==> src/ielpc_regs.svh <==
// Purpose: Offsets, field positions, reset values and counts for ielpc_core
// Assumes: Byte addresses on a 32-bit Avalon-MM slave
// Notes: Only the low byte of each register word is used, plus bit 8 of the status word
`ifndef IELPC_REGS_SVH
`define IELPC_REGS_SVH
`define IELPC_OFS_FLAGS 4'h0
`define IELPC_OFS_CTRL 4'h4
`define IELPC_OFS_STAT 4'h8
`define IELPC_F_S 7
`define IELPC_F_X 6
`define IELPC_F_I 4
`define IELPC_C_RESTART 0
`define IELPC_C_WDOG 1
`define IELPC_C_EDGE 2
`define IELPC_FLAGS_RST 8'hD0
`define IELPC_CTRL_RST 3'h1
`define IELPC_VEC_RESET 16'hFFFE
`define IELPC_VEC_ILL 16'hFFF8
`define IELPC_VEC_TRAP 16'hFFF6
`define IELPC_VEC_NMI 16'hFFF4
`define IELPC_VEC_IRQ 16'hFFF2
`define IELPC_VEC_PER 16'hFFF0
`define IELPC_NPER 15
`define IELPC_LAST_BYTE 4'h8
`define IELPC_STACK_N 16'h0009
`define IELPC_RESTART_CYC 12'hFE0
`endif
==> src/ielpc_pkg.sv <==
// Purpose: Types shared by the exception and low-power sequencer
// Assumes: One-hot state codes
// Notes: Struct fields are packed most significant first
`default_nettype none
package ielpc_pkg;
  typedef enum logic [7:0] {
    ST_BOOT = 8'h01,
    ST_RUN = 8'h02,
    ST_PUSH = 8'h04,
    ST_WAIT = 8'h08,
    ST_STOP = 8'h10,
    ST_DLY = 8'h20,
    ST_VEC = 8'h40,
    ST_PULL = 8'h80
  } ielpc_state_type;
  typedef struct packed {
    logic [15:0] pc;
    logic [15:0] iy;
    logic [15:0] ix;
    logic [7:0] a;
    logic [7:0] b;
    logic [15:0] sp;
  } ielpc_cpu_type;
  typedef struct packed {
    logic illegal;
    logic software_trap_instruction;
    logic wait_instruction;
    logic stop;
    logic rti;
    logic [15:0] addr;
  } ielpc_op_type;
endpackage
`default_nettype wire

==> src/ielpc_core.sv <==
// Purpose: Interrupt entry, return and wait/stop sequencing for an 8-bit CPU
// Assumes: Memory read data valid in the same cycle as mem_re_o
// Notes: CPU core reports each completed instruction with insn_done_i
//
// Overview of operation
// - Service recognized interrupts at instruction end
// - Push nine bytes, program counter first
// - Set global mask after flags stacked
// - Fetch highest-priority vector, jump there
// - Return pulls bytes reverse, restores masks
// - Reset sets gate and global mask bits
// - Gate bit software-clearable, set only by reset or non-maskable entry
// - Non-maskable pin beats all maskable sources
// - Maskable entry leaves gate bit alone
// - Unimplemented opcodes raise a trap
// - Trap stacks address of offending opcode
// - Software trap unmaskable, uninterruptible, sets mask
// - External request pin low-level by default
// - Enabled flag requests until flag cleared
// - Wait stacks, halts, leaves on interrupt
// - Wait keeps reading stacked flags address
// - Timer halts in wait only if allowed
// - Stop only when stop-disable bit clear
// - Stop left by pins or edge request
// - External pin wakes stop only unmasked
// - Non-maskable pin always wakes stop
// - Stop holds sequencer state and CPU/memory outputs; register port and pin sync stay live
// - Restart delay unless delay bit clear
// - Fixed vectors for pins and traps
//
// Implementation choices: the Avalon-MM register port and the register addresses.
`default_nettype none
`include "ielpc_regs.svh"
module ielpc_core import ielpc_pkg::*; (
  // Clock, reset, power-on indication
  input wire logic clk_i,
  input wire logic rst_b_i,
  input wire logic por_i,
  // Request pins, active low
  input wire logic irq_b_i,
  input wire logic nonmaskable_request_pin_b_i,
  // Peripheral flags and local enables
  input wire logic [`IELPC_NPER-1:0] per_flag_i,
  input wire logic [`IELPC_NPER-1:0] per_en_i,
  // CPU core
  input wire logic insn_done_i,
  input wire ielpc_op_type op_i,
  input wire ielpc_cpu_type cpu_i,
  output logic cpu_hold_o,
  output logic pc_load_o,
  output logic [15:0] pc_o,
  output logic regs_load_o,
  output ielpc_cpu_type regs_o,
  output logic [7:0] flags_o,
  // Memory
  output logic mem_we_o,
  output logic mem_re_o,
  output logic [15:0] mem_addr_o,
  output logic [7:0] mem_wdata_o,
  input wire logic [7:0] mem_rdata_i,
  // Power control
  output logic clocks_run_o,
  output logic timer_halt_o,
  // Avalon-MM slave
  input wire logic [3:0] avs_address_i,
  input wire logic avs_read_i,
  input wire logic avs_write_i,
  input wire logic [31:0] avs_writedata_i,
  input wire logic [3:0] avs_byteenable_i,
  output logic [31:0] avs_readdata_o,
  output logic avs_waitrequest_o
);
  ielpc_state_type st, next_st;
  ielpc_cpu_type snap, next_snap, next_regs;
  logic [11:0] cnt, next_cnt;
  logic [15:0] vec, next_vec, sel_vec, next_pc, next_mem_addr;
  logic [7:0] flags, next_flags, next_mem_wdata;
  logic [2:0] ctrl, next_ctrl;
  logic [71:0] pbuf, next_pbuf;
  logic wai_q, next_wai, xt, next_xt, boot, next_boot, edge_pend;
  logic next_mem_we, next_mem_re, next_pc_load, next_regs_load;
  logic set_i, set_x, clr_edge, restore;
  logic irq_s1, irq_s2, irq_s3, nonmaskable_request_pin_s1, nonmaskable_request_pin_s2;
  logic [`IELPC_NPER-1:0] per_req;
  logic [31:0] rd_mux;

  wire [3:0] idx = cnt[3:0];
  wire [71:0] stk = {flags, snap.b, snap.a, snap.ix, snap.iy, snap.pc};
  wire irq_low = ~irq_s2;
  wire nonmaskable_request_pin_low = ~nonmaskable_request_pin_s2;
  wire irq_fall = irq_s3 & irq_low;
  wire irq_req = ctrl[`IELPC_C_EDGE] ? edge_pend : irq_low;
  wire nonmaskable_request_pin_req = nonmaskable_request_pin_low & ~flags[`IELPC_F_X];
  wire mask_req = ~flags[`IELPC_F_I] & (irq_req | (|per_req));
  wire any_int = nonmaskable_request_pin_req | mask_req;
  wire stop_exit = nonmaskable_request_pin_low | (~flags[`IELPC_F_I] & (irq_low | edge_pend));
  wire bus_req = avs_read_i | avs_write_i;
  wire wr_ok = avs_write_i & ~avs_waitrequest_o & avs_byteenable_i[0];
  wire wr_flags = wr_ok & (avs_address_i == `IELPC_OFS_FLAGS);
  wire wr_ctrl = wr_ok & (avs_address_i == `IELPC_OFS_CTRL);
  wire next_wait = ~(bus_req & avs_waitrequest_o);
  wire [7:0] pull_flags = pbuf[71:64];

  assign flags_o = flags;
  assign rd_mux = (avs_address_i == `IELPC_OFS_FLAGS) ? {24'h000000, flags} :
                  (avs_address_i == `IELPC_OFS_CTRL) ? {29'h00000000, ctrl} :
                  (avs_address_i == `IELPC_OFS_STAT) ? {23'h000000, any_int, st} :
                  32'h00000000;

  genvar g;
  generate
    for (g = 0; g < `IELPC_NPER; g++)
    begin : g_per
      assign per_req[g] = per_flag_i[g] & per_en_i[g];
    end
  endgenerate

  // Priority: non-maskable pin, external pin, then peripherals by index
  always_comb
  begin
    sel_vec = `IELPC_VEC_PER;
    for (int i = `IELPC_NPER - 1; i >= 0; i--)
    begin
      if (per_req[i])
        sel_vec = `IELPC_VEC_PER - 16'(2 * i);
    end
    if (irq_req)
      sel_vec = `IELPC_VEC_IRQ;
    if (nonmaskable_request_pin_req)
      sel_vec = `IELPC_VEC_NMI;
  end

  always_comb
  begin
    next_st = st;
    next_cnt = cnt;
    next_vec = vec;
    next_snap = snap;
    next_wai = wai_q;
    next_xt = xt;
    next_boot = boot;
    next_pbuf = pbuf;
    next_mem_we = 1'b0;
    next_mem_re = 1'b0;
    next_mem_addr = mem_addr_o;
    next_mem_wdata = mem_wdata_o;
    next_pc = pc_o;
    next_pc_load = 1'b0;
    next_regs = regs_o;
    next_regs_load = 1'b0;
    set_i = 1'b0;
    set_x = 1'b0;
    clr_edge = 1'b0;
    restore = 1'b0;
    unique case (st)
      ST_BOOT:
      begin
        next_boot = 1'b1;
        next_cnt = 12'h000;
        next_vec = `IELPC_VEC_RESET;
        next_st = ST_VEC;
        if (por_i)
        begin
          next_cnt = `IELPC_RESTART_CYC - 12'h001;
          next_st = ST_DLY;
        end
      end
      ST_RUN:
      begin
        if (insn_done_i)
        begin
          next_snap = cpu_i;
          next_wai = 1'b0;
          next_xt = 1'b0;
          next_cnt = 12'h000;
          if (op_i.illegal)
          begin
            next_snap.pc = op_i.addr;
            next_vec = `IELPC_VEC_ILL;
            next_st = ST_PUSH;
          end
          else if (op_i.software_trap_instruction)
          begin
            next_vec = `IELPC_VEC_TRAP;
            next_st = ST_PUSH;
          end
          else if (op_i.wait_instruction)
          begin
            next_wai = 1'b1;
            next_st = ST_PUSH;
          end
          else if (op_i.stop)
          begin
            if (!flags[`IELPC_F_S])
              next_st = ST_STOP;
          end
          else if (op_i.rti)
            next_st = ST_PULL;
          else if (any_int)
          begin
            next_vec = sel_vec;
            next_xt = nonmaskable_request_pin_req;
            next_st = ST_PUSH;
          end
        end
      end
      ST_PUSH:
      begin
        next_mem_we = 1'b1;
        next_mem_addr = snap.sp - {12'h000, idx};
        next_mem_wdata = stk[{idx, 3'h0} +: 8];
        next_cnt = cnt + 12'h001;
        if (idx == `IELPC_LAST_BYTE)
        begin
          next_regs = snap;
          next_regs.sp = snap.sp - `IELPC_STACK_N;
          next_regs_load = 1'b1;
          next_cnt = 12'h000;
          next_st = ST_VEC;
          if (wai_q)
            next_st = ST_WAIT;
          else
          begin
            set_i = 1'b1;
            set_x = xt;
          end
        end
      end
      ST_WAIT:
      begin
        next_mem_re = 1'b1;
        next_mem_addr = snap.sp - 16'h0008;
        if (any_int)
        begin
          next_vec = sel_vec;
          set_i = 1'b1;
          set_x = nonmaskable_request_pin_req;
          next_cnt = 12'h000;
          next_st = ST_VEC;
        end
      end
      ST_STOP:
      begin
        if (stop_exit)
        begin
          next_boot = 1'b0;
          next_cnt = ctrl[`IELPC_C_RESTART] ? `IELPC_RESTART_CYC - 12'h001 : 12'h000;
          next_st = ST_DLY;
        end
      end
      ST_DLY:
      begin
        next_cnt = cnt - 12'h001;
        if (cnt == 12'h000)
        begin
          // Next state counts bytes from zero, so do not let the count wrap
          next_cnt = 12'h000;
          if (boot)
            next_st = ST_VEC;
          else
          begin
            next_snap = cpu_i;
            next_wai = 1'b0;
            next_xt = nonmaskable_request_pin_req;
            next_vec = sel_vec;
            next_st = any_int ? ST_PUSH : ST_RUN;
          end
        end
      end
      ST_VEC:
      begin
        next_cnt = cnt + 12'h001;
        next_mem_re = (idx != 4'h2);
        if (idx == 4'h0)
        begin
          next_mem_addr = vec;
          clr_edge = (vec == `IELPC_VEC_IRQ);
        end
        else if (idx == 4'h1)
        begin
          next_mem_addr = vec + 16'h0001;
          next_pbuf[7:0] = mem_rdata_i;
        end
        else
        begin
          next_pc = {pbuf[7:0], mem_rdata_i};
          next_pc_load = 1'b1;
          next_st = ST_RUN;
        end
      end
      ST_PULL:
      begin
        next_cnt = cnt + 12'h001;
        if (idx != 4'h9)
        begin
          next_mem_re = 1'b1;
          next_mem_addr = snap.sp + 16'h0001 + {12'h000, idx};
        end
        if (idx != 4'h0)
          next_pbuf[{4'h9 - idx, 3'h0} +: 8] = mem_rdata_i;
        if (idx == 4'h9)
        begin
          restore = 1'b1;
          next_regs = {pbuf[15:8], mem_rdata_i,
                       pbuf[31:16], pbuf[47:32], pbuf[55:48], pbuf[63:56],
                       snap.sp + `IELPC_STACK_N};
          next_regs_load = 1'b1;
          next_pc = {pbuf[15:8], mem_rdata_i};
          next_pc_load = 1'b1;
          next_st = ST_RUN;
        end
      end
    endcase
  end

  // Software write first, then return restore, then hardware sets win
  always_comb
  begin
    next_flags = flags;
    if (wr_flags)
      next_flags = {avs_writedata_i[7], avs_writedata_i[6] & flags[`IELPC_F_X],
                    avs_writedata_i[5:0]};
    if (restore)
      next_flags = {pull_flags[7], pull_flags[6] & flags[`IELPC_F_X], pull_flags[5:0]};
    if (set_i)
      next_flags[`IELPC_F_I] = 1'b1;
    if (set_x)
      next_flags[`IELPC_F_X] = 1'b1;
    next_ctrl = wr_ctrl ? avs_writedata_i[2:0] : ctrl;
  end

  // Pin synchronisers; the third stage only feeds edge detection
  always_ff @(posedge clk_i or negedge rst_b_i)
  begin
    if (!rst_b_i)
    begin
      {irq_s1, irq_s2, irq_s3} <= 3'h7;
      {nonmaskable_request_pin_s1, nonmaskable_request_pin_s2} <= 2'h3;
      edge_pend <= 1'b0;
    end
    else
    begin
      {irq_s1, irq_s2, irq_s3} <= {irq_b_i, irq_s1, irq_s2};
      {nonmaskable_request_pin_s1, nonmaskable_request_pin_s2} <= {nonmaskable_request_pin_b_i, nonmaskable_request_pin_s1};
      edge_pend <= ctrl[`IELPC_C_EDGE] & (irq_fall | (edge_pend & ~clr_edge));
    end
  end

  always_ff @(posedge clk_i or negedge rst_b_i)
  begin
    if (!rst_b_i)
    begin
      flags <= `IELPC_FLAGS_RST;
      ctrl <= `IELPC_CTRL_RST;
      avs_waitrequest_o <= 1'b1;
      avs_readdata_o <= 32'h00000000;
    end
    else
    begin
      flags <= next_flags;
      ctrl <= next_ctrl;
      avs_waitrequest_o <= next_wait;
      if (avs_read_i & avs_waitrequest_o)
        avs_readdata_o <= rd_mux;
    end
  end

  always_ff @(posedge clk_i or negedge rst_b_i)
  begin
    if (!rst_b_i)
    begin
      st <= ST_BOOT;
      cnt <= 12'h000;
      vec <= 16'h0000;
      snap <= '0;
      pbuf <= '0;
      {wai_q, xt, boot} <= 3'h1;
    end
    else
    begin
      st <= next_st;
      cnt <= next_cnt;
      vec <= next_vec;
      snap <= next_snap;
      pbuf <= next_pbuf;
      {wai_q, xt, boot} <= {next_wai, next_xt, next_boot};
    end
  end

  always_ff @(posedge clk_i or negedge rst_b_i)
  begin
    if (!rst_b_i)
    begin
      {mem_we_o, mem_re_o, pc_load_o, regs_load_o} <= 4'h0;
      {mem_addr_o, pc_o} <= 32'h00000000;
      mem_wdata_o <= 8'h00;
      regs_o <= '0;
      {cpu_hold_o, clocks_run_o, timer_halt_o} <= 3'h6;
    end
    else
    begin
      {mem_we_o, mem_re_o} <= {next_mem_we, next_mem_re};
      {pc_load_o, regs_load_o} <= {next_pc_load, next_regs_load};
      {mem_addr_o, pc_o} <= {next_mem_addr, next_pc};
      mem_wdata_o <= next_mem_wdata;
      regs_o <= next_regs;
      cpu_hold_o <= (next_st != ST_RUN);
      clocks_run_o <= (next_st != ST_STOP);
      timer_halt_o <= (next_st == ST_WAIT) & next_flags[`IELPC_F_I] & ctrl[`IELPC_C_WDOG];
    end
  end
endmodule
`default_nettype wire

==> config.mk <==
export PLATFORM = sky130hd
export DESIGN_NAME = ielpc_core
export DESIGN_NICKNAME = d
export VERILOG_FILES = /design/src/ielpc_pkg.sv /design/src/ielpc_core.sv
export VERILOG_INCLUDE_DIRS = /design/src
export SDC_FILE = /design/constraint.sdc
export NUM_CORES = 1
export LEC_CHECK = 0
export BUFFER_PORTS_ARGS = -buffer_cell sky130_fd_sc_hd__buf_2
export CAP_MARGIN = 10
export CORE_UTILIZATION = 34
export CTS_BUF_LIST = sky130_fd_sc_hd__clkbuf_4 sky130_fd_sc_hd__clkbuf_8 sky130_fd_sc_hd__clkbuf_16
export CTS_CLUSTER_SIZE = 14
export DETAILED_ROUTE_END_ITERATION = 7
export PLACE_DENSITY = 0.64
export RECOVER_POWER = 50
export SYNTH_ARGS = -nofsm -noshare
export SYNTH_HDL_FRONTEND = slang
export SYNTH_SLANG_ARGS = --single-unit
export TNS_END_PERCENT = 100
==> constraint.sdc <==
create_clock -name clk_i -period 4.6 [get_ports clk_i]
set_input_delay 0.92 -clock clk_i [delete_from_list [all_inputs] [get_ports clk_i]]
set_output_delay 0.92 -clock clk_i [all_outputs]
set_load 0.02 [all_outputs]
### Word-level counts from Yosys, hierarchy flattened

Cells that the tools add are included.

| word-level totals | value |
|---|---|
| bits in latches | 0 |
| input bits | 187 |
| memory bits (read-only) | 0 |
| flip-flop bits (word level) | 368 |
| output and inout port bits | 168 |
| memories kept | 0 |
| word-level logic and storage cells | 280 |
| RAM bits | 0 |

| cells by class | value |
|---|---|
| add/subtract/negate cells | 11 |
| order comparisons | 0 |
| muxes and demuxes | 122 |
| divide/modulo/power cells | 0 |
| bitwise gates (word level) | 44 |
| reductions and logical operators | 23 |
| equality and inequality tests | 35 |
| shift operators | 3 |
| $mul | 0 |

Operator list:

| operator | number |
|---|---|
| 2-to-1 mux 16 bit | 28 |
| 2-to-1 mux 80 bit | 5 |
| case mux 80 bit (2 select lines) | 2 |
| 2-to-1 mux 8 bit | 20 |
| case mux 16 bit (4 select lines) | 2 |
| 2-to-1 mux 12 bit | 7 |
| case mux 12 bit (7 select lines) | 1 |
| bitwise mux 72 bit | 1 |
| variable shift 8 x 9 -> 72 bit, first input constant | 1 |
| variable part select 72 x 8 -> 8 bit | 1 |
| variable part select 8 x 9 -> 72 bit | 1 |
| case mux 8 bit (8 select lines) | 1 |
| 2-to-1 mux 1 bit | 33 |
| adder 16 x 1 -> 16 bit, second input constant | 2 |
| case mux 16 bit (2 select lines) | 1 |
| subtractor 16 x 4 -> 16 bit, second input constant | 2 |
| bitwise AND 1 bit | 31 |
| 2-to-1 mux 6 bit | 5 |
| 2-to-1 mux 9 bit | 3 |
| != test 2 bit, second input constant | 12 |
| 2-to-1 mux 7 bit | 3 |
| adder 16 x 4 -> 16 bit | 1 |
| adder 16 x 4 -> 16 bit, second input constant | 1 |
| == test 16 bit, second input constant | 1 |
| 38 further kinds | 73 |

### Logic depth before layout (Yosys ltp)

Gate-level depths: netlist of the first run.

| logic depth | value |
|---|---|
| depth in word-level cells | 26 |
| mapped depth | 15 |
| mapped depth without buffers | 11 |

### Worst setup path before layout of the first run

Ideal clock, no wire load.

| path | value |
|---|---|
| path kind | flip-flop to flip-flop |
| start point | register st[7] |
| end point | register regs_o[15] (netlist name) |
| setup slack | 1.061 ns |
| data required time | 4.464 ns |
| clock period less this slack | 3.539 ns |
| arrival | 3.402 ns |
| path buffers | 3 |
| stages on the path, launching flop included | 14 |
| cell sequence | dfrtp_1 -> clkbuf_2 -> nor2b_1 -> nand3_2 -> clkbuf_1 -> clkbuf_1 -> ha_1 -> a211oi_1 -> o21ai_0 -> a221oi_1 -> a211oi_1 -> a211oi_1 -> xnor2_1 -> o21ai_0 |

| between the ends | value |
|---|---|
| longest elaborated chain between the ends | 3 |

Ends and longest elaborated chain:

| element | RTL line | RTL |
|---|---|---|
| start: declaration | ielpc_core.sv:73 | `ielpc_state_type st, next_st;` |
| start signal: assignment | ielpc_core.sv:381 | `st <= next_st;` |
| == test 8 x 3 -> 1 bit or == test 8 bit (tied branches) | ielpc_core.sv:155 | `unique case (st)` |
| != test 2 bit (no source line) or nonzero test 2 bit (tied branches) | n/a |  |
| AND reduction 3 bit (no source line) | n/a |  |
| end signal: assignment | ielpc_core.sv:406 | `regs_o <= next_regs;` |
| end: declaration | ielpc_core.sv:53 | `output ielpc_cpu_type regs_o,` |

Parallel ways exist; a longest one is shown, timed or not.
A chain may end at the register's enable or synchronous reset.

### Worst setup path after layout of the first run

| path | value |
|---|---|
| start point | register cnt[2] |
| end point | register pbuf[38] |

| between the ends | value |
|---|---|
| longest elaborated chain between the ends | 4 |

Ends and longest elaborated chain:

| element | RTL line | RTL |
|---|---|---|
| start: declaration | ielpc_core.sv:75 | `logic [11:0] cnt, next_cnt;` |
| start signal: assignment | ielpc_core.sv:382 | `cnt <= next_cnt;` |
| subtractor 4 bit | ielpc_core.sv:300 | `next_pbuf[{4'h9 - idx, 3'h0} +: 8] = mem_rdata_i;` |
| negator 7 -> 9 bit | ielpc_core.sv:300 |  |
| variable part select 8 x 9 -> 72 bit or variable shift 8 x 9 -> 72 bit (tied branches) | ielpc_core.sv:300 |  |
| bitwise mux 72 bit | ielpc_core.sv:300 |  |
| end signal: assignment | ielpc_core.sv:385 | `pbuf <= next_pbuf;` |
| end: declaration | ielpc_core.sv:79 | `logic [71:0] pbuf, next_pbuf;` |

Parallel ways exist; a longest one is shown, timed or not.

==> results.cfg, run 1 <==
[sta]
slew_headroom = -0.300
skew_ns = 0.0248
fin_tns_setup_ns = 0
setup_violations = 0
max_freq_mhz = 294
final_hold_viol_count = 0
rsz0062_at_grt = no
tightestPinTransition_ns = 1.95
finalMaxSlewViolations = 221
period_share = 0.740
min_period_ns = 3.41

[job]
drv_cap = 4

[finish]
nets = 2369
utilization = 0.409
syn2layout_area_growth_pct = 18.4
final_cell_area_um2 = 21600
drive_gt1_frac = 0.242

[placed_design]
post-dp-hpwl_mm = 43.7
gp_routability_congestion = 0.887
io_buffers = 304
place_area_um2 = 20300

[critical_path]
critical-path-slowest-cell = nor2b_1
reg2reg_slack_ns = 1.19
path_cells = buf_4 > inv_1 > ha_1 > ha_1 > xor2_1 > and3_1 > nor2b_1 > mux2_2
critPathKind = reg -> reg
critPathMostFrequentCell = ha_1
r2r-start = cnt[2]$_DFFE_PN0P_
startpoint_type = flip-flop
crit_required_ns = 5.03
r2r-end = pbuf[38]$_DFFE_PN0P_
crit_fanout = 18
end_kind = flip-flop
r2r_cells = 8
arrival_ns = 3.84
cpPeakStageDelay_ns = 0.79

[clock_tree]
cts_setup_buffers = 0
cts_resized = 0
ctsHoldBuffers = 0
cts_max_level = 2
clockBufferDepth = 3
clockRootBuffer = clkbuf_16
cts_tree = done
cts_sinks = 345
clk_latency_ns = 0.58
clk_pin_slew_worst_paths_ns = 0.06
cts_made_buffers = 41

[drt]
vias_per_cell = 5.38
drcViolationCount = 28
via_count = 15400
drt_iter0_markers = 1348
wl_per_cell_um = 20.9
ant_nets = 0
drtPass1Iterations = 8
wl_mm = 59.8

[floorplanning]
die-area_um2 = 54700
initial_core_util = 0.346
rows = 84
die_y_um = 234
pin_count = 355
fp.dieW_um = 234
coreArea_um2 = 52900

[hold_path]
hold_path.startpoint = nonmaskable_request_pin_s1$_DFF_PN1_
min_to = nonmaskable_request_pin_s2$_DFF_PN1_
min_delay_path_depth = 0
hold_path.class = reg -> reg

[synthesis]
synth.largest_area_cell = dfrtp_1
synthCells = 1873
synth_cell_types = 98
synth_top_family_by_area = simple AND/OR/NAND/NOR gates
synth_top_area_share = 0.453
ys_async_sr_fraction = 1.00
synth_area_leaders = dfrtp_1 (45%), nand2_1 (6.8%), mux2_2 (4.2%), nor2_1 (3.6%), o21ai_0 (3.2%)
synthMuxAreaShare = 0.0983
avgSynthCellArea_um2 = 9.76
synth_fa_ha_area_frac = 0.0266
synth_xor_area_frac = 0.0278
yosys_warnings = 0
synth_commonest_cells = dfrtp_1 (331), nand2_1 (331), nor2_1 (176), o21ai_0 (118), a21oi_1 (91)
synthesis.area_um2 = 18300
synth_compound_area_frac = 0.150
synth-simple-area-share = 0.175
yosysSeqAreaShare = 0.473
synth-main-ff-cell = dfrtp_1
synth-seq-cells = 345
synth_edf_count = 0

[global_route]
grt_util_met3 = 0.0529
grt_overflow_total = 0
antenna_found_initial = 3
busiest_layer = met2
track_usage = 0.218
grt_pass1_wl_mm = 90.2
use_met2 = 0.350
grt_pass1_vias = 15400
grt_max_degree = 133
grt.met1_usage = 0.283

[power]
p_leak_uw = 0.00989
pwr_density_cell_nw_per_um2 = 601
max-vdd-ir-drop_mv = 0.332

[status]
status = complete, but fails checks
violations = design-rule violations, max-capacitance violations, max-slew violations
-- placed cells by master, fill, tap and decap left out, types with 34 or more instances in the layout --
master,count
a21oi_1,91
nand2_1,331
o21ai_0,118
clkbuf_1,52
mux2_2,68
clkbuf_16,41
a31oi_1,80
dfrtp_1,331
nor2_1,176
buf_2,254
ha_1,34
-- flip-flops by register name, summed over array words and instances (netlist names), 3 cells and up --
register        count
flags_o             8
st                  8
snap               80
pc_o               16
mem_addr_o         16
cnt                12
pbuf               72
ctrl                3
vec                16
avs_readdata_o      9
mem_wdata_o         8
regs_o             80
-- area by class of cell --
cell class                 instances  area [µm²]
timing repair buffer             337        1740
sequential                       345        8650
inverter                          34         130
clock inverter                    10         179
multi-input combinational       1386        8830
fill                            5214       31200
tap                              688         861
clock buffer                      63        1250
antenna                            3        7.51
-- power by group --
part           leakage (µW)  total (µW)  switching, µW  internal, µW
logic               0.00510        4970           2860          2110
clock network      0.000712        3390           1330          2050
registers           0.00408        4640            911          3730
total               0.00989       13000           5100          7890
-- stage by stage --
step           std cells  worst slack, ns  total power (µW)  hold slack (ns)
2_1_floorplan       1896             1.06              8020            0.345
3_3_place_gp        2789             1.29              9550            0.349
3_5_place_dp        2790             1.17              9670            0.348
4_1_cts             2863             1.17             13100            0.357
5_1_grt             2863            0.944             13800            0.360
6_report            2866             1.19             13000            0.356
-- metal layers --
metal  wire length [µm]  vias up
met4               2220        2
met3               4810      110
li1                   -     7139
met5                 12        -
met1              25000     7546
met2              27800      611
-- critical path: cells and delay by family (launching register included) --
family | cells | cell delay [ns]
xor+xnor | 1 | 0.21
buf+inv | 2 | 0.54
fa+ha+maj | 2 | 0.67
flops | 1 | 0.37
mux | 1 | 0.43
simple gates | 2 | 1.05
-- cell families (layout without fill, tap and decap cells) --
family,after synthesis,after routing
XOR/XNOR,58,58
other,1,27
AO/OA/AOI/OAI,429,429
buffers and inverters,165,444
flip-flops,345,345
adder cells (fa/ha/maj),37,37
AND/OR/NAND/NOR,701,701
multiplexers,137,137
-- worst max-delay path by stage --
stage | start | end | slack [ns] | cells past startpoint
after global routing | st[7]$_DFF_PN0_ | regs_o[13]$_DFFE_PN0P_ | 0.94 | 11
after detailed placement | st[6]$_DFF_PN0_ | regs_o[15]$_DFFE_PN0P_ | 1.17 | 10
after global placement | st[6]$_DFF_PN0_ | regs_o[15]$_DFFE_PN0P_ | 1.29 | 10
after floorplan | st[7]$_DFF_PN0_ | regs_o[15]$_DFFE_PN0P_ | 1.06 | 13
final | cnt[2]$_DFFE_PN0P_ | pbuf[38]$_DFFE_PN0P_ | 1.19 | 8
after CTS | st[6]$_DFF_PN0_ | regs_o[13]$_DFFE_PN0P_ | 1.17 | 10
No activity file was read; power rests on OpenSTA's default activity.
==> inputs of run 2 (changes only) <==
--- a/config.mk
+++ b/config.mk
@@ -12,7 +12,7 @@
 export CTS_BUF_LIST = sky130_fd_sc_hd__clkbuf_4 sky130_fd_sc_hd__clkbuf_8 sky130_fd_sc_hd__clkbuf_16
 export CTS_CLUSTER_SIZE = 14
 export DETAILED_ROUTE_END_ITERATION = 7
-export PLACE_DENSITY = 0.64
+export PLACE_DENSITY = 0.65
 export RECOVER_POWER = 50
 export SYNTH_ARGS = -nofsm -noshare
 export SYNTH_HDL_FRONTEND = slang
==> constraint.sdc (replaced) <==
create_clock -name clk_i -period 3.05 [get_ports clk_i]
set_input_delay 0.61 -clock clk_i [delete_from_list [all_inputs] [get_ports clk_i]]
set_output_delay 0.61 -clock clk_i [all_outputs]
set_load 0.02 [all_outputs]
==> results.cfg, run 2 (synthesis results as in run 1) <==
[critical_path]
reg2reg_slack_ns = 0.15
r2r_cells = 11
arrival_ns = 3.36
cpPeakStageDelay_ns = 0.44
path_cells = nor4_4 > nand3_4 > buf_6 > ha_1 > o2111ai_1 > buf_4 > o211ai_1 > nand2_1 > o2111ai_2 > mux2i_1 > nand3_1
critPathKind = reg -> reg
crit_required_ns = 3.50
critical-path-slowest-cell = nor4_4
r2r-start = st[4]$_DFF_PN0_
crit_fanout = 10
end_kind = flip-flop
startpoint_type = flip-flop
r2r-end = regs_o[14]$_DFFE_PN0P_

[power]
power_uw = 20200
max-vdd-ir-drop_mv = 0.452
p_leak_uw = 0.0102
pwr_density_cell_nw_per_um2 = 910

[drt]
drcViolationCount = 36
wl_mm = 60.3
drt_iter0_markers = 1267
drtPass1Iterations = 8
wl_per_cell_um = 20.6
vias_per_cell = 5.37
ant_nets = 0
via_count = 15700

[sta]
final_hold_viol_count = 0
skew_ns = 0.0229
period_share = 0.952
tightestPinTransition_ns = 1.82
max_freq_mhz = 344
finalMaxSlewViolations = 70
rsz0062_at_grt = yes
setup_violations = 0
slew_headroom = -0.213
min_period_ns = 2.90

[placed_design]
place_area_um2 = 20900
post-dp-hpwl_mm = 45.1
gp_routability_congestion = 0.902
io_buffers = 304

[clock_tree]
cts_max_level = 2
cts_made_buffers = 40
ctsHoldBuffers = 0
clockBufferDepth = 3
clk_pin_slew_worst_paths_ns = 0.06
clk_latency_ns = 0.57
cts_tree = done
clockRootBuffer = clkbuf_16
cts_sinks = 345

[global_route]
use_met2 = 0.367
grt.met1_usage = 0.284
busiest_layer = met2
grt_util_met3 = 0.0421
antenna_found_initial = 5
grt_pass1_wl_mm = 91.7
grt_overflow_total = 0
grt_max_degree = 70
track_usage = 0.220
grt_pass1_vias = 15700

[finish]
final_cell_area_um2 = 22200
syn2layout_area_growth_pct = 21.6
top_regs = regs_o: 80 flops, snap: 80 flops, pbuf: 72 flops
utilization = 0.420
mostFrequentLayoutCells = nand2_1 (331), dfrtp_1 (331), buf_2 (249), nor2_1 (176), o21ai_0 (116)
nets = 2431
drive_gt1_frac = 0.266

[floorplanning]
initial_core_util = 0.346
rows = 84
pin_count = 355
coreArea_um2 = 52900
fp.dieW_um = 234
die-area_um2 = 54700
die_y_um = 234

[hold_path]
hold_path.startpoint = irq_b_i
min_to = irq_s1$_DFF_PN1_
hold_path.class = in -> reg
min_delay_path_depth = 1

[status]
status = complete, but fails checks
violations = design-rule violations, max-capacitance violations, max-slew violations

[job]
drv_cap = 1
## run 2: how the worst max path moves through the flow
stage	start	to	slack (ns)	cells past startpoint
2_1_floorplan	st[4]$_DFF_PN0_	regs_o[15]$_DFFE_PN0P_	-0.06	12
3_3_place_gp	st[4]$_DFF_PN0_	regs_o[15]$_DFFE_PN0P_	0.08	10
3_5_place_dp	st[4]$_DFF_PN0_	regs_o[15]$_DFFE_PN0P_	0.04	10
4_1_cts	st[4]$_DFF_PN0_	regs_o[15]$_DFFE_PN0P_	0.04	10
5_1_grt	st[4]$_DFF_PN0_	regs_o[15]$_DFFE_PN0P_	-0.05	10
6_report	st[4]$_DFF_PN0_	regs_o[14]$_DFFE_PN0P_	0.15	11
## run 2: cell type report
cell class / count / area, µm²
diodes: 1 / 2.50
clock buffers: 52 / 1150
clock inverters: 19 / 289
fillers: 5138 / 30600
inverters: 34 / 130
multi-input cells: 1386 / 8890
flip-flops and latches: 345 / 8650
well taps: 688 / 861
repair buffers: 400 / 2250
## run 2: per-layer routing
layer | share of wire | vias to the layer above
met5 | 0.00068 | -
met4 | 0.031 | 6
met3 | 0.067 | 106
met2 | 0.48 | 561
met1 | 0.42 | 7741
li1 | - | 7286
## run 2: timing repair
item,4_1_cts,5_1_grt
setup endpoints to repair,0,8
setup buffers,0,1
gates resized for setup,0,10
hold endpoints to repair,0,0
## run 2: worst max-delay path: cells and delay by family (launching register included)
family	cells	cell delay, ns
mux	1	0.21
fa+ha+maj	1	0.35
flops	1	0.41
buf+inv	2	0.38
compound gates	3	0.60
simple gates	4	0.86
## run 2: power by group
part	total (µW)	switching, µW	internal (µW)
combinational	8090	4570	3510
clock	5240	2050	3190
sequential	6890	1270	5620
## run 2: stage by stage
| stage | TNS (ns) | std cells | hold slack (ns) | setup slack, ns |
|---|---|---|---|---|
| 3_5_place_dp | 0 | 2852 | 0.348 | 0.0427 |
| 6_report | 0 | 2925 | 0.155 | 0.146 |
| 3_3_place_gp | 0 | 2852 | 0.348 | 0.0833 |
| 2_1_floorplan | -0.0608 | 1896 | 0.314 | -0.0608 |
| 5_1_grt | -0.0620 | 2924 | 0.140 | -0.0511 |
| 4_1_cts | 0 | 2923 | 0.0105 | 0.0431 |
